$ cat src/rtl/rwsc_pkg.sv
// Package of constants for the reset, watchdog and suspend controller
package rwsc_pkg;
	// Clock rate in kHz and timing figures
	localparam int unsigned CLK_KHZ = 25000;
	localparam int unsigned T_NOINT_MS = 1;
	localparam int unsigned T_BYPASS_MS = 95;
	localparam int unsigned T_WDR_HOLD_MS = 2;
	localparam int unsigned T_WAKE_MS = 1;
	localparam int unsigned NOINT_CYC = T_NOINT_MS * CLK_KHZ;
	localparam int unsigned BYPASS_CYC = T_BYPASS_MS * CLK_KHZ;
	localparam int unsigned WDR_HOLD_CYC = T_WDR_HOLD_MS * CLK_KHZ;
	localparam int unsigned WAKE_CYC = T_WAKE_MS * CLK_KHZ;
	localparam int unsigned WDT_TIMEOUT_CYC = 100000;
	// I/O addresses
	localparam logic [7:0] ADDR_WATCHDOG_CLEAR = 8'h26;
	localparam logic [7:0] ADDR_PROC_STATUS_CTRL = 8'hff;
	// Status/control field positions
	localparam int unsigned BIT_RUN = 0;
	localparam int unsigned BIT_IRQ_SENSE = 2;
	localparam int unsigned BIT_SUSPEND = 3;
	localparam int unsigned BIT_SUPPLY_LOSS = 4;
	localparam int unsigned BIT_WDOG_FLAG = 6;
	// Reset values of the status/control register
	localparam logic [7:0] PSC_RST_SUPPLY = 8'h11;
	localparam logic [7:0] PSC_RST_WDOG = 8'h41;
	// Reset values of pointers and fetch address
	localparam logic [7:0] STACK_PTR_RST = 8'h00;
	localparam logic [13:0] FETCH_ADDR_RST = 14'h0000;
	// Bus-reset enable bit in the global interrupt enable register
	localparam int unsigned BIT_GIE_BUSRST = 0;
	// Sequencer states
	typedef enum logic [2:0] {
		RWSC_SUPPLY_LOSS,
		RWSC_NOINT,
		RWSC_BYPASS,
		RWSC_WDOG_HOLD,
		RWSC_RUN,
		RWSC_SUSPEND,
		RWSC_WAKE
	} rwsc_state_e;
endpackage

$ cat src/rtl/rwsc_counter.sv
// Down counter with load and enable, used for every timed phase
`timescale 1ns/1ps
module rwsc_counter (
	input wire logic i_core_clk, // Core clock
	input wire logic i_rst_n, // Synchronous reset, active low
	input wire logic i_load, // Load start value
	input wire logic [31:0] i_value, // Start value
	input wire logic i_en, // Count down enable
	output logic o_zero // Count reached zero
);
	logic [31:0] cnt_r;
	logic [31:0] cnt_nxt;

	// Next count
	always_comb begin
		cnt_nxt = cnt_r;
		if (i_load) begin
			cnt_nxt = i_value;
		end else if (i_en && cnt_r != 32'h0000_0000) begin
			cnt_nxt = cnt_r - 32'h0000_0001;
		end
	end

	// Count register
	always_ff @(posedge i_core_clk) begin
		if (!i_rst_n) begin
			cnt_r <= 32'h0000_0000;
		end else begin
			cnt_r <= cnt_nxt;
		end
	end

	assign o_zero = (cnt_r == 32'h0000_0000);
endmodule

$ cat src/rtl/rwsc_top.sv
// Reset, watchdog and suspend sequencer for the embedded processor
`timescale 1ns/1ps
module rwsc_top #(
	parameter int unsigned WDT_TIMEOUT = rwsc_pkg::WDT_TIMEOUT_CYC, // Watchdog cycles
	parameter int unsigned NOINT_CYCLES = rwsc_pkg::NOINT_CYC, // Uninterruptible phase
	parameter int unsigned BYPASS_CYCLES = rwsc_pkg::BYPASS_CYC, // Bypassable phase
	parameter int unsigned WDR_HOLD_CYCLES = rwsc_pkg::WDR_HOLD_CYC, // Watchdog reset hold
	parameter int unsigned WAKE_CYCLES = rwsc_pkg::WAKE_CYC // Wake settle time
) (
	input wire logic i_core_clk, // Core clock, 25 MHz
	input wire logic i_rst_n, // Synchronous reset, active low
	input wire logic i_supply_loss, // Supply below threshold or oscillator unstable
	input wire logic i_osc_stable, // Oscillator reports stable
	input wire logic i_usb_bus_reset, // Upstream bus reset seen
	input wire logic i_usb_activity, // Non-idle activity on any port
	input wire logic i_gpio_wake, // Enabled GPIO interrupt event
	input wire logic i_io_wr, // Processor I/O write strobe
	input wire logic [7:0] i_io_addr, // I/O address
	input wire logic [7:0] i_io_wdata, // I/O write data
	input wire logic i_gie_busrst_en, // Bus-reset enable in global interrupt enable
	input wire logic i_irq_enabled, // Processor interrupts enabled by instruction
	input wire logic i_busrst_irq_ack, // Bus-reset interrupt taken
	output logic [7:0] o_status_ctrl, // Processor status/control read value
	output logic o_core_hold, // Core held from executing
	output logic o_block_reset, // Register/address/stack reset to peripherals
	output logic o_fetch_restart, // Load fetch address 0x0000, no push
	output logic [13:0] o_fetch_addr, // Restart fetch address
	output logic [7:0] o_stack_ptr_rst, // Reset value of both stack pointers
	output logic o_osc_en, // Oscillator and PLL enable
	output logic o_timer_en, // Free-running timer enable
	output logic o_busrst_irq_pend, // Bus-reset interrupt pending
	output logic o_irq_block // Hold off interrupt service after wake
);
	rwsc_pkg::rwsc_state_e st_r, st_nxt;
	logic [7:0] psc_r, psc_nxt;
	logic pend_r, pend_nxt;
	logic irqblk_r, irqblk_nxt;
	logic hold_r, hold_nxt;
	logic brst_r, brst_nxt;
	logic rstrt_r, rstrt_nxt;
	logic osc_r, osc_nxt;
	logic tmr_r, tmr_nxt;
	logic wdt_clr, wdt_roll, wdt_en;
	logic ph_load, ph_zero;
	logic [31:0] ph_val;
	logic psc_wr;

	// I/O write decode
	function automatic logic io_hit(input logic wr, input logic [7:0] a, input logic [7:0] t);
		io_hit = wr && (a == t);
	endfunction

	assign psc_wr = io_hit(i_io_wr, i_io_addr, rwsc_pkg::ADDR_PROC_STATUS_CTRL);
	assign wdt_clr = io_hit(i_io_wr, i_io_addr, rwsc_pkg::ADDR_WATCHDOG_CLEAR);
	assign wdt_en = (st_r == rwsc_pkg::RWSC_RUN);

	// Watchdog counter, reloaded by any clear write or while not running
	rwsc_counter u_wdt (
		.i_core_clk(i_core_clk),
		.i_rst_n(i_rst_n),
		.i_load(wdt_clr || !wdt_en),
		.i_value(WDT_TIMEOUT),
		.i_en(wdt_en),
		.o_zero(wdt_roll)
	);

	// Phase counter for start-up, watchdog hold and wake
	rwsc_counter u_phase (
		.i_core_clk(i_core_clk),
		.i_rst_n(i_rst_n),
		.i_load(ph_load),
		.i_value(ph_val),
		.i_en(1'b1),
		.o_zero(ph_zero)
	);

	// Sequencer next state
	always_comb begin
		st_nxt = st_r;
		ph_load = 1'b0;
		ph_val = 32'h0000_0000;
		case (st_r)
			rwsc_pkg::RWSC_SUPPLY_LOSS: begin
				if (!i_supply_loss && i_osc_stable) begin
					st_nxt = rwsc_pkg::RWSC_NOINT;
					ph_load = 1'b1;
					ph_val = NOINT_CYCLES;
				end
			end
			rwsc_pkg::RWSC_NOINT: begin
				if (ph_zero) begin
					st_nxt = rwsc_pkg::RWSC_BYPASS;
					ph_load = 1'b1;
					ph_val = BYPASS_CYCLES;
				end
			end
			rwsc_pkg::RWSC_BYPASS: begin
				if (i_usb_bus_reset || ph_zero) begin
					st_nxt = rwsc_pkg::RWSC_RUN;
				end
			end
			rwsc_pkg::RWSC_WDOG_HOLD: begin
				if (ph_zero) begin
					st_nxt = rwsc_pkg::RWSC_RUN;
				end
			end
			rwsc_pkg::RWSC_RUN: begin
				if (wdt_roll) begin
					st_nxt = rwsc_pkg::RWSC_WDOG_HOLD;
					ph_load = 1'b1;
					ph_val = WDR_HOLD_CYCLES;
				end else if (psc_wr && i_io_wdata[rwsc_pkg::BIT_SUSPEND]) begin
					st_nxt = rwsc_pkg::RWSC_SUSPEND;
				end
			end
			rwsc_pkg::RWSC_SUSPEND: begin
				if (i_gpio_wake || i_usb_activity) begin
					st_nxt = rwsc_pkg::RWSC_WAKE;
					ph_load = 1'b1;
					ph_val = WAKE_CYCLES;
				end
			end
			rwsc_pkg::RWSC_WAKE: begin
				if (!i_osc_stable) begin
					ph_load = 1'b1;
					ph_val = WAKE_CYCLES;
				end else if (ph_zero) begin
					st_nxt = rwsc_pkg::RWSC_RUN;
				end
			end
			default: begin
				st_nxt = rwsc_pkg::RWSC_SUPPLY_LOSS;
			end
		endcase
		if (i_supply_loss) begin
			st_nxt = rwsc_pkg::RWSC_SUPPLY_LOSS;
		end
		if (st_r == rwsc_pkg::RWSC_WAKE && st_nxt == rwsc_pkg::RWSC_WAKE
			&& i_osc_stable && ph_zero) begin
			st_nxt = rwsc_pkg::RWSC_RUN;
		end
	end

	// Status, pending and output next values
	always_comb begin
		psc_nxt = psc_r;
		pend_nxt = pend_r;
		irqblk_nxt = irqblk_r;
		if (psc_wr) begin
			psc_nxt[rwsc_pkg::BIT_RUN] = i_io_wdata[rwsc_pkg::BIT_RUN];
			psc_nxt[rwsc_pkg::BIT_IRQ_SENSE] = i_io_wdata[rwsc_pkg::BIT_IRQ_SENSE];
			psc_nxt[rwsc_pkg::BIT_SUSPEND] = i_io_wdata[rwsc_pkg::BIT_SUSPEND];
			if (!i_io_wdata[rwsc_pkg::BIT_SUPPLY_LOSS]) begin
				psc_nxt[rwsc_pkg::BIT_SUPPLY_LOSS] = 1'b0;
			end
			if (!i_io_wdata[rwsc_pkg::BIT_WDOG_FLAG]) begin
				psc_nxt[rwsc_pkg::BIT_WDOG_FLAG] = 1'b0;
			end
		end
		if (i_busrst_irq_ack) begin
			pend_nxt = 1'b0;
		end
		if (st_r == rwsc_pkg::RWSC_BYPASS && i_usb_bus_reset) begin
			pend_nxt = 1'b1;
		end
		if (st_r == rwsc_pkg::RWSC_WAKE && st_nxt == rwsc_pkg::RWSC_RUN) begin
			irqblk_nxt = 1'b1;
		end else if (i_io_wr || st_r != rwsc_pkg::RWSC_RUN) begin
			irqblk_nxt = irqblk_r && (st_r != rwsc_pkg::RWSC_RUN);
		end
		if (st_r == rwsc_pkg::RWSC_SUSPEND) begin
			psc_nxt[rwsc_pkg::BIT_SUSPEND] = 1'b0;
		end
		if (st_nxt == rwsc_pkg::RWSC_SUPPLY_LOSS) begin
			psc_nxt = rwsc_pkg::PSC_RST_SUPPLY;
			pend_nxt = 1'b0;
		end else if (st_r == rwsc_pkg::RWSC_RUN && wdt_roll) begin
			psc_nxt = rwsc_pkg::PSC_RST_WDOG | (psc_r & 8'h10);
			pend_nxt = 1'b0;
		end
		hold_nxt = (st_nxt != rwsc_pkg::RWSC_RUN);
		brst_nxt = (st_nxt == rwsc_pkg::RWSC_SUPPLY_LOSS) || (st_nxt == rwsc_pkg::RWSC_WDOG_HOLD)
			|| (st_nxt == rwsc_pkg::RWSC_NOINT) || (st_nxt == rwsc_pkg::RWSC_BYPASS);
		rstrt_nxt = (st_nxt == rwsc_pkg::RWSC_RUN) && (st_r != rwsc_pkg::RWSC_RUN)
			&& (st_r != rwsc_pkg::RWSC_WAKE);
		osc_nxt = (st_nxt != rwsc_pkg::RWSC_SUSPEND);
		tmr_nxt = (st_nxt == rwsc_pkg::RWSC_RUN);
	end

	// State registers
	always_ff @(posedge i_core_clk) begin
		if (!i_rst_n) begin
			st_r <= rwsc_pkg::RWSC_SUPPLY_LOSS;
			psc_r <= rwsc_pkg::PSC_RST_SUPPLY;
			pend_r <= 1'b0;
			irqblk_r <= 1'b0;
			hold_r <= 1'b1;
			brst_r <= 1'b1;
			rstrt_r <= 1'b0;
			osc_r <= 1'b1;
			tmr_r <= 1'b0;
		end else begin
			st_r <= st_nxt;
			psc_r <= psc_nxt;
			pend_r <= pend_nxt;
			irqblk_r <= irqblk_nxt;
			hold_r <= hold_nxt;
			brst_r <= brst_nxt;
			rstrt_r <= rstrt_nxt;
			osc_r <= osc_nxt;
			tmr_r <= tmr_nxt;
		end
	end

	// Outputs straight from flip-flops; fetch address and stack pointer reset are constants
	assign o_status_ctrl = psc_r;
	assign o_core_hold = hold_r;
	assign o_block_reset = brst_r;
	assign o_fetch_restart = rstrt_r;
	assign o_fetch_addr = rwsc_pkg::FETCH_ADDR_RST;
	assign o_stack_ptr_rst = rwsc_pkg::STACK_PTR_RST;
	assign o_osc_en = osc_r;
	assign o_timer_en = tmr_r;
	assign o_busrst_irq_pend = pend_r;
	assign o_irq_block = irqblk_r;

	// Assertions
	hold_supply_a: assert property (@(posedge i_core_clk) disable iff (!i_rst_n)
		i_supply_loss |=> o_core_hold && o_osc_en) else $error("core not held in supply loss");
	cause_flag_a: assert property (@(posedge i_core_clk) disable iff (!i_rst_n)
		i_supply_loss |=> o_status_ctrl[4]) else $error("supply-loss flag missing");
	wdog_load_a: assert property (@(posedge i_core_clk) disable iff (!i_rst_n)
		(st_r == rwsc_pkg::RWSC_RUN && wdt_roll && !i_supply_loss)
		|=> (o_status_ctrl & 8'hef) == 8'h41) else $error("watchdog pattern wrong");
	wdog_reset_a: assert property (@(posedge i_core_clk) disable iff (!i_rst_n)
		(st_r == rwsc_pkg::RWSC_RUN && wdt_roll && !i_supply_loss)
		|=> o_block_reset && o_core_hold) else $error("watchdog reset missing");
	abort_bypass_a: assert property (@(posedge i_core_clk) disable iff (!i_rst_n)
		(st_r == rwsc_pkg::RWSC_BYPASS && i_usb_bus_reset && !i_supply_loss)
		|=> !o_core_hold && o_fetch_restart && o_busrst_irq_pend) else $error("bypass abort");
	noint_phase_a: assert property (@(posedge i_core_clk) disable iff (!i_rst_n)
		(st_r == rwsc_pkg::RWSC_NOINT && !i_supply_loss) |=> o_core_hold && !o_fetch_restart)
		else $error("early run");
	suspend_stop_a: assert property (@(posedge i_core_clk) disable iff (!i_rst_n)
		(st_r == rwsc_pkg::RWSC_SUSPEND) |-> !o_osc_en && !o_timer_en) else $error("clock runs");
	suspend_exit_a: assert property (@(posedge i_core_clk) disable iff (!i_rst_n)
		(st_r == rwsc_pkg::RWSC_SUSPEND && !i_gpio_wake && !i_usb_activity && !i_supply_loss)
		|=> st_r == rwsc_pkg::RWSC_SUSPEND) else $error("spurious wake");
	wdt_clear_a: assert property (@(posedge i_core_clk) disable iff (!i_rst_n)
		(wdt_clr && wdt_en) |=> !wdt_roll) else $error("clear did not restart");
	wake_block_a: assert property (@(posedge i_core_clk) disable iff (!i_rst_n)
		(st_r == rwsc_pkg::RWSC_WAKE && st_nxt == rwsc_pkg::RWSC_RUN) |=> o_irq_block)
		else $error("interrupt not held after wake");
	osc_restart_a: assert property (@(posedge i_core_clk) disable iff (!i_rst_n)
		(st_r == rwsc_pkg::RWSC_SUSPEND && (i_gpio_wake || i_usb_activity) && !i_supply_loss)
		|=> o_osc_en && o_core_hold) else $error("oscillator not restarted at wake");
	restart_vec_a: assert property (@(posedge i_core_clk) disable iff (!i_rst_n)
		o_fetch_restart |-> o_fetch_addr == rwsc_pkg::FETCH_ADDR_RST && !o_core_hold)
		else $error("restart without fetch from zero");
	wake_norst_a: assert property (@(posedge i_core_clk) disable iff (!i_rst_n)
		(st_r == rwsc_pkg::RWSC_WAKE) |=> !o_fetch_restart) else $error("restart after wake");

	// Cycles spent in the uninterruptible phase, for its length check
	logic [31:0] noint_cyc_r, noint_cyc_nxt;
	always_comb begin
		noint_cyc_nxt = 32'h0000_0000;
		if (st_r == rwsc_pkg::RWSC_NOINT) begin
			noint_cyc_nxt = noint_cyc_r + 32'h0000_0001;
		end
	end

	// Phase length register
	always_ff @(posedge i_core_clk) begin
		if (!i_rst_n) begin
			noint_cyc_r <= 32'h0000_0000;
		end else begin
			noint_cyc_r <= noint_cyc_nxt;
		end
	end

	// Uninterruptible phase lasts its full count
	noint_len_a: assert property (@(posedge i_core_clk) disable iff (!i_rst_n)
		(st_r == rwsc_pkg::RWSC_NOINT && st_nxt == rwsc_pkg::RWSC_BYPASS)
		|-> noint_cyc_r == NOINT_CYCLES) else $error("uninterruptible phase length wrong");

	// Main scenarios
	cv_abort: cover property (@(posedge i_core_clk)
		st_r == rwsc_pkg::RWSC_BYPASS && i_usb_bus_reset);
	cv_wdog: cover property (@(posedge i_core_clk) st_r == rwsc_pkg::RWSC_WDOG_HOLD);
	cv_wake: cover property (@(posedge i_core_clk) st_r == rwsc_pkg::RWSC_WAKE);
	cv_supply: cover property (@(posedge i_core_clk)
		st_r == rwsc_pkg::RWSC_RUN && i_supply_loss);
	cv_wake_run: cover property (@(posedge i_core_clk)
		st_r == rwsc_pkg::RWSC_WAKE && st_nxt == rwsc_pkg::RWSC_RUN);
endmodule
$ cat config.mk
export PLATFORM = sky130hd
export DESIGN_NAME = rwsc_top
export DESIGN_NICKNAME = d
export VERILOG_FILES = /design/src/rtl/rwsc_pkg.sv /design/src/rtl/rwsc_counter.sv /design/src/rtl/rwsc_top.sv
export SDC_FILE = /design/constraint.sdc
export NUM_CORES = 1
export LEC_CHECK = 0
export ABC_AREA = 1
export BUFFER_PORTS_ARGS = -buffer_cell sky130_fd_sc_hd__buf_4
export CORE_MARGIN = 8
export CORE_UTILIZATION = 50
export CTS_CLUSTER_SIZE = 30
export DETAILED_ROUTE_END_ITERATION = 16
export PLACE_DENSITY = 0.71
export SYNTH_ARGS = -nofsm -noshare
export SYNTH_HDL_FRONTEND = slang
export SYNTH_SLANG_ARGS = --single-unit
$ cat constraint.sdc
create_clock -name i_core_clk -period 4.2 [get_ports i_core_clk]
set_clock_uncertainty 0.1 [all_clocks]
set_input_delay 0.42 -clock i_core_clk [delete_from_list [all_inputs] [get_ports i_core_clk]]
set_output_delay 0.42 -clock i_core_clk [all_outputs]
set_load 0.005 [all_outputs]
== Word level (Yosys, flattened, before mapping) ==
Cells that the tools add are included.

* $add $sub $neg: 2
* Eq/ne operators: 18
* Multiplexer cells: 38
* Bitwise logic cells: 3
* Reduce and logical (&&, ||, !) cells: 40

{| class="wikitable"
|+ Operator list
! cell !! count
|-
| one-hot mux 22 bit (5 select lines) || 1
|-
| logical NOT 32 bit || 2
|-
| 2-to-1 mux 32 bit || 2
|-
| nonzero test 32 bit || 2
|-
| subtractor 32 x 1 -> 32 bit, second input constant || 2
|-
| 2-to-1 mux 15 bit || 3
|-
| 2-to-1 mux 17 bit || 2
|-
| 2-to-1 mux 3 bit || 11
|-
| 2-to-1 mux 22 bit || 1
|-
| one-hot mux 3 bit (7 select lines) || 1
|-
| 2-to-1 mux 16 bit || 1
|-
| equality test 3 bit, second input constant || 5
|-
| logical AND 1 bit || 14
|-
| 2-to-1 mux 1 bit || 14
|-
| equality test 3 x 2 -> 1 bit, second input constant || 4
|-
| inequality test 3 bit, second input constant || 4
|-
| nonzero test 2 bit || 5
|-
| equality test 8 x 6 -> 1 bit, second input constant || 1
|-
| equality test 8 bit, second input constant || 1
|-
| logical OR 1 bit || 7
|-
| 2-to-1 mux 7 bit || 1
|-
| equality test 3 x 1 -> 1 bit, second input constant || 2
|-
| logical NOT 3 bit || 2
|-
| one-hot mux 1 bit (5 select lines) || 1
|-
| other kinds (8) || 12
|}

* Word-level logic and storage cells: 116
* Output and inout bits: 37
* Bits of input ports: 27
* Flip-flop bits (word level): 79

== Longest topological paths before layout ==
Gate-level depths: netlist of the first run.

* Word-level depth: 16
* Mapped depth: 15
* Depth with buffers taken out: 15

== Hierarchy ==
From an unflattened synthesis of the first run, not the netlist that was laid out.

* Cell total of the unflattened synthesis: 944
* Area, all modules: 5873.1 µm²

{| class="wikitable"
|+ Modules (own cells, without submodules)
! module !! area each (µm²) !! times used !! seq. area each (µm²) !! cells an instance
|-
| rwsc_counter || 2431.1 || 2 || 640.6 || 402
|-
| rwsc_top || 1011.0 || 1 || 300.3 || 140
|}

== Worst setup path before layout of the first run ==
OpenSTA, ideal clock, no wires.

* Path kind: reg2reg
* Start point: reg u_phase.cnt_r[0]
* End point: reg pend_r, in the netlist o_busrst_irq_pend
* Path slack: 2315 ps
* Data arrival time: 1667 ps
* Data required time: 3982 ps
* Library setup time: 118 ps
* Cell stages (with the launch flop): 16
* Cells stage by stage: dfxtp_1 inv_1 ha_1 inv_1 nor2_1 nand2_1 nor2_2 nand2_2 nor2_8 inv_2 nand2_1 nand3_2 o21bai_2 nand2_2 nand2_2 nor2_1

* Longest elaborated chain between the ends: 12
* Elaborated cells on any way between the ends: 15
* Classes of those cells: eq/ne: 1; mux: 7; reduce/logical: 7

{| class="wikitable"
|+ Ends and longest elaborated chain
! what !! RTL line !! source
|-
| from (decl) || rwsc_counter.sv:11 || <nowiki>logic [31:0] cnt_r;</nowiki>
|-
| from (signal assigned) || rwsc_counter.sv:29 || <nowiki>cnt_r <= cnt_nxt;</nowiki>
|-
| logical NOT 32 bit * || rwsc_counter.sv:33 || <nowiki>assign o_zero = (cnt_r == 32'h0000_0000);</nowiki>
|-
| 2-to-1 mux 3 bit / logical OR 1 bit (equally long branches) || rwsc_top.sv:103, rwsc_top.sv:127, rwsc_top.sv:98 ||
|-
| 2-to-1 mux 3 bit, on equally long branches || rwsc_top.sv:124, rwsc_top.sv:98 ||
|-
| one-hot mux 3 bit (7 select lines) || rwsc_top.sv:82 || <nowiki>case (st_r)</nowiki>
|-
| 2-to-1 mux 3 bit || rwsc_top.sv:135 || <nowiki>if (i_supply_loss) begin</nowiki>
|-
| equality test 3 bit || rwsc_top.sv:138 || <nowiki>if (st_r == rwsc_pkg::RWSC_WAKE && st_nxt == rwsc_pkg::RWSC_WAKE</nowiki>
|-
| logical AND 1 bit || rwsc_top.sv:138 ||
|-
| logical AND 1 bit (2 in series) || rwsc_top.sv:139 || <nowiki>&& i_osc_stable && ph_zero) begin</nowiki>
|-
| 2-to-1 mux 3 bit * || rwsc_top.sv:138 ||
|-
| logical NOT 3 bit * || rwsc_top.sv:174 || <nowiki>if (st_nxt == rwsc_pkg::RWSC_SUPPLY_LOSS) begin</nowiki>
|-
| OR reduction 3 bit (no source line) * || -- ||
|-
| to (signal assigned) || rwsc_top.sv:205 || <nowiki>pend_r <= pend_nxt;</nowiki>
|-
| to (decl) || rwsc_top.sv:36 || <nowiki>logic pend_r, pend_nxt;</nowiki>
|}

Every way passes the cells marked *; elsewhere a longest branch is shown, timed or not.
A chain may end at the register's enable or synchronous reset.

== Worst setup path in the final report of the first run ==
* Start point: reg st_r[0]
* End point: reg u_wdt.cnt_r[1]

* Longest elaborated chain between the ends: 4
* Elaborated cells on any way between the ends: 5
* Classes of those cells: eq/ne: 1; reduce/logical: 4

{| class="wikitable"
|+ Ends and longest elaborated chain
! what !! RTL line !! source
|-
| from (decl) || rwsc_top.sv:34 || <nowiki>rwsc_pkg::rwsc_state_e st_r, st_nxt;</nowiki>
|-
| from (signal assigned) || rwsc_top.sv:193 || <nowiki>st_r <= rwsc_pkg::RWSC_SUPPLY_LOSS;</nowiki>
|-
| from (signal assigned) || rwsc_top.sv:203 || <nowiki>st_r <= st_nxt;</nowiki>
|-
| equality test 3 bit * || rwsc_top.sv:55 || <nowiki>assign wdt_en = (st_r == rwsc_pkg::RWSC_RUN);</nowiki>
|-
| logical NOT 1 bit || rwsc_top.sv:61 || <nowiki>.i_load(wdt_clr || !wdt_en),</nowiki>
|-
| logical OR 1 bit || rwsc_top.sv:61 ||
|-
| OR reduction 2 bit (no source line) || -- ||
|-
| to (signal assigned) || rwsc_counter.sv:29 ||
|-
| to (decl) || rwsc_counter.sv:11 ||
|}

Marked as above.

==> metrics.cfg, run 1 <==
[timing]
setup_slack_ns=1.77
tightestPinTransition_ns=0.828
fmax_ghz=0.412
max_slew_margin=0.447
min_period_ns=2.43
period_share=0.578
rsz0062_at_grt=no
final_max_slew_viol_count=0
hold_viol=0
holdWs_ns=0.196
setup_viol_count_final=0
fin_setup_tns_ns=0

[setup_path]
crit_type=reg -> reg
cp-start-kind=flop
crit_arrival_ns=2.61
end_kind=flop
cp.required_ns=4.38
path_max_fanout=22

[layout]
fin_nets=730
final_common_cell=nand2_1
layout_common_cells=122 x nand2_1, 116 x nor2_1, 79 x dfxtp_1
post-route-util=0.571
antennaDiodeCount=0
regArea_mm2=0.00158
fin_cells=833
drive_above_1_share=0.188
syn_to_final_growth_pct=10.5
nFillCells=900
multi_input_area_mm2=0.00282

[cts]
cts-resized-gates=0
holdBufCountCts=0
clock-root-buffer=clkbuf_8
numCtsBuffers=9
clock_latency_ns=0.35
cts_tree=done
cts_buffer_depth=2
post_cts_buffers=0
clkSlewWorstSetupHoldPaths_ns=0.09
cts-htree-levels=3
cts.sinks=79

[die]
initial_core_util=0.517
die-area_mm2=0.0129
die_w_um=114
io_pins=64
die_y_um=114
rows=35
core_mm2=0.00924

[drt]
drt_first_pass_iters=5
vias=4208
wirelength_um=10900
wl_met1_um=5010
wl_met3_um=579
final_antenna_net_count=0
viasPerCell=5.05
drt_iter0_markers=229
wl_met2_um=5120
avgRoutedWirePerCell_um=13.1
topRoutingLayerUsed=met4
remaining_drc_errors=0

[place]
hpwl_um=8370
place_congestion=0.927
numPortBuffers=33
dp_cells=817
dp_slack_ns=1.78

[global_route]
grt_antenna_before_repair=0
grt_pass1_vias=4101
grt_pass1_wl_um=18600
grtUsageTotal=0.174
grt_max_degree=23
grt_overflow=0

[logic_synthesis]
yosysSeqAreaShare=0.331
avgSynthCellArea_um2=7.18
synth_cells=665
yosysWarnings=0
yosysUniqueCellTypes=44
syn-cell-area_mm2=0.00478
ys_ff_latch=79

[status]
status=finished, final reports clean

[flow_run]
max_cap_viol_count=0

[pwr]
p_per_area_mw_per_mm2=582
leakagePower_nw=2.42
ir_worst_vdd_mv=0.283

[hold_path]
min_path_type=in -> reg

worst paths after layout:
kind | startpoint | end | slack [ns] | depth (start not counted)
max | st_r[0] | u_wdt.cnt_r[1] | 1.77 | 9
min | i_io_wdata[0] | o_status_ctrl[0] | 0.20 | 3
max reg2reg | st_r[0] | u_wdt.cnt_r[1] | 1.77 | 9
min reg2reg | o_status_ctrl[4] | o_status_ctrl[4] | 0.37 | 2
cell type report:
cell class | count | share of cell area
multi-input combinational | 519 | 0.535
clock inverter | 5 | 0.0199
tap | 129 | 0.0306
inverter | 56 | 0.0398
timing repair buffer | 34 | 0.0484
sequential | 79 | 0.300
clock buffer | 11 | 0.0268
sequential cells by signal, indices dropped and copies added, names as in the netlist, 3 cells and up:
signal / cells
u_phase.cnt_r: 32
u_wdt.cnt_r: 32
o_status_ctrl: 5
st_r: 3
report_power, final:
part           internal, mW  switching (mW)
clock network         0.412           0.289
logic                 0.521           0.850
registers             0.863           0.136
synthesized netlist by cell type:
cell type,instances,share of area
nand3_4,1,0.0037
o31ai_1,2,0.0031
dfxtp_1,79,0.33
nor3b_1,1,0.0016
nand4_1,11,0.014
buf_2,5,0.0052
a211oi_2,1,0.0026
a22oi_1,1,0.0016
mux2i_1,2,0.0042
o21bai_2,1,0.0024
buf_6,2,0.0047
nor2_2,21,0.028
a41oi_2,1,0.0034
conb_1,1,0.00079
nor3_2,1,0.0021
nand2_2,15,0.020
o211ai_1,2,0.0031
a31o_2,1,0.0018
inv_1,46,0.036
nand3_2,3,0.0063
o21a_1,3,0.0047
a21oi_1,48,0.050
nand2_4,7,0.017
nand3_1,29,0.030
o21bai_1,1,0.0016
nor2_1,116,0.091
o21ai_0,2,0.0021
or2_2,7,0.0092
xor2_1,19,0.035
inv_2,10,0.0079
ha_1,4,0.010
o21ai_4,1,0.0034
nand2_1,122,0.096
a31oi_1,4,0.0052
nor4_1,9,0.012
nor2_4,10,0.024
xnor2_1,28,0.051
nor2_8,3,0.013
o21ai_1,4,0.0042
buf_4,26,0.041
nor3_1,11,0.012
a311oi_1,1,0.0018
clkbuf_1,2,0.0016
nand3b_1,1,0.0016
cells by family after synthesis:
logic type	after synthesis	synth area share
AOI/OAI and AO/OA	73	0.0914
and+or+nand+nor	368	0.379
adders and majority gates	4	0.0105
buffers and inverters	91	0.0964
muxes	2	0.00419
DFF	79	0.331
other	1	0.000785
xor gates and xnor gates	47	0.0862
critical path, stage by stage, from the launching register on:
cell and delay (ns):
dfxtp_1 0.36, inv_1 0.09, nand2_1 0.10, nor2_4 0.19, inv_2 0.08, a41oi_2 0.37
nand2_1 0.59, inv_2 0.25, o21ai_1 0.09, a21oi_1 0.13
per-stage QoR:
step                cell area, um2  power [mW]
floorplan                     4870        2.15
global placement              5030        2.34
detailed placement            5030        2.37
CTS                           5280        3.08
global route                  5280        3.29
finish                        5280        3.07
routing by layer:
metal / GRT usage / up-vias
met5: 0 / -
met2: 0.292 / 101
met4: 0.0648 / 0
met3: 0.0349 / 17
li1: - / 2153
met1: 0.214 / 1937
Power figures use the tool's default switching activity.
==> inputs of run 2 (changes only) <==
--- a/config.mk
+++ b/config.mk
@@ -11,7 +11,7 @@
 export CORE_UTILIZATION = 50
 export CTS_CLUSTER_SIZE = 30
 export DETAILED_ROUTE_END_ITERATION = 16
-export PLACE_DENSITY = 0.71
+export PLACE_DENSITY = 0.74
 export SYNTH_ARGS = -nofsm -noshare
 export SYNTH_HDL_FRONTEND = slang
 export SYNTH_SLANG_ARGS = --single-unit
==> constraint.sdc (replaced) <==
create_clock -name i_core_clk -period 2.1 [get_ports i_core_clk]
set_clock_uncertainty 0.1 [all_clocks]
set_input_delay 0.21 -clock i_core_clk [delete_from_list [all_inputs] [get_ports i_core_clk]]
set_output_delay 0.21 -clock i_core_clk [all_outputs]
set_load 0.005 [all_outputs]
==> run 2 against run 1 <==
Sequential power increased by 99%. Die area stayed put. Maximum frequency is 22% higher. Via count is 3.8% higher. Design area increased by 4.5%. Count of clock-buffer cells in the layout stayed put. Non-clock buffer count increased by 29. Hold slack lost 0.15 ns.
==> metrics.cfg, run 2 (synthesis results as in run 1) <==
[status]
status=finished, final reports clean

[layout]
multi_input_area_mm2=0.00287
nFillCells=852
drive_above_1_share=0.228
fin_nets=759
regArea_mm2=0.00158
antennaDiodeCount=0
layout_common_cells=121 x nand2_1, 111 x nor2_1, 79 x dfxtp_1
syn_to_final_growth_pct=15.5
final_common_cell=nand2_1

[cts]
clock-root-buffer=clkbuf_8
cts-htree-levels=3
cts.sinks=79
clock_latency_ns=0.35
cts_buffer_depth=2
numCtsBuffers=9
clkSlewWorstSetupHoldPaths_ns=0.09
cts_tree=done

[global_route]
grt_overflow=0
met3_usage=0.0317
grt_antenna_before_repair=0
grtUsageTotal=0.174
use_met1=0.219
grt_pass1_vias=4202
gr-max-usage-layer=met2
grt_max_degree=23
grt_pass1_wl_um=18700
grt_use_met2=0.290

[drt]
remaining_drc_errors=0
vias=4366
final_antenna_net_count=0
drt_first_pass_iters=5
drt_iter0_markers=210
avgRoutedWirePerCell_um=13.1
viasPerCell=5.06
wirelength_um=11300

[place]
hpwl_um=8680
numPortBuffers=33
place_congestion=0.946
dp_slack_ns=0.0235

[timing]
min_period_ns=1.99
fin_setup_tns_ns=0
rsz0062_at_grt=yes
setup_viol_count_final=0
period_share=0.946
fmax_ghz=0.503
setup_slack_ns=0.112
final_max_slew_viol_count=0
hold_viol=0
holdWs_ns=0.0469

[die]
initial_core_util=0.517
io_pins=64
die_w_um=114
rows=35
core_mm2=0.00924
die-area_mm2=0.0129
die_y_um=114

[hold_path]
min_path_type=in -> reg

[setup_path]
cp.required_ns=2.29
crit_type=reg -> reg
end_kind=flop
cp-start-kind=flop
path_max_fanout=10
crit_arrival_ns=2.18

[pwr]
ir_worst_vdd_mv=0.496
p_per_area_mw_per_mm2=1100
leakagePower_nw=2.56

[flow_run]
max_cap_viol_count=0

[run 2: cell types whose count changed in the layout (fill, tap and decap cells not counted), moves of 2 or more]
cell / delta
buf_4: +25
bufinv_16: -2
clkinv_2: +2
dlygate4sd3_1: +3
nor2_1: -5
nor2_2: +3
nor2_4: +2
[run 2: critical path: stages, from the launching register on]
cell     delay [ns]
dfxtp_1        0.38
inv_1          0.08
ha_1           0.20
nand3_1        0.09
nor2_1         0.05
nand2_2        0.11
o21ai_4        0.08
buf_12         0.15
buf_4          0.14
nor2_2         0.12
nand2_1        0.09
nor2_1         0.14
nand2_1        0.07
a21oi_1        0.11
[run 2: power by group]
group          leakage [nW]  internal, mW  switching (mW)
Sequential            0.642          1.73           0.269
Combinational          1.82          1.16            1.76
Clock                0.0997         0.583           0.568
[run 2: worst paths after layout]
check | start | endpoint | slack, ns | depth (start not counted)
setup / recovery | u_wdt.cnt_r[0] | u_wdt.cnt_r[8] | 0.11 | 13
hold reg to reg | o_status_ctrl[4] | o_status_ctrl[4] | 0.37 | 2
setup reg to reg | u_wdt.cnt_r[0] | u_wdt.cnt_r[8] | 0.11 | 13
hold / removal | i_usb_bus_reset | o_busrst_irq_pend | 0.05 | 3
[run 2: routing by layer]
layer	wire [um]	up-vias
li1	-	2215
met1	5180	1983
met2	5270	148
met3	591	20
met4	223	0
met5	0	-
[run 2: layout make-up]
cell class              count  area share
clock inverters             5      0.0102
inverters                  56      0.0381
multi-input cells         519       0.521
repair buffers             63      0.0893
well taps                 129      0.0293
clock buffers              11      0.0256
flip-flops and latches     79       0.287
[run 2: metrics by stage]
stage	power (mW)	util	cells	instance area, um2
2_1_floorplan	4.30	-	689	4870
3_3_place_gp	4.76	0.561	837	5180
3_5_place_dp	4.81	0.561	837	5180
4_1_cts	5.97	0.586	856	5410
5_1_grt	6.49	0.597	862	5520
6_report	6.07	0.597	862	5520
[run 2: timing repair]
item                                    CTS  global route
resized for setup                         0            13
buffers inserted                          0             6
hold endpoints to repair                  3             0
endpoints found under the setup margin    0            46
hold buffers                              3             0
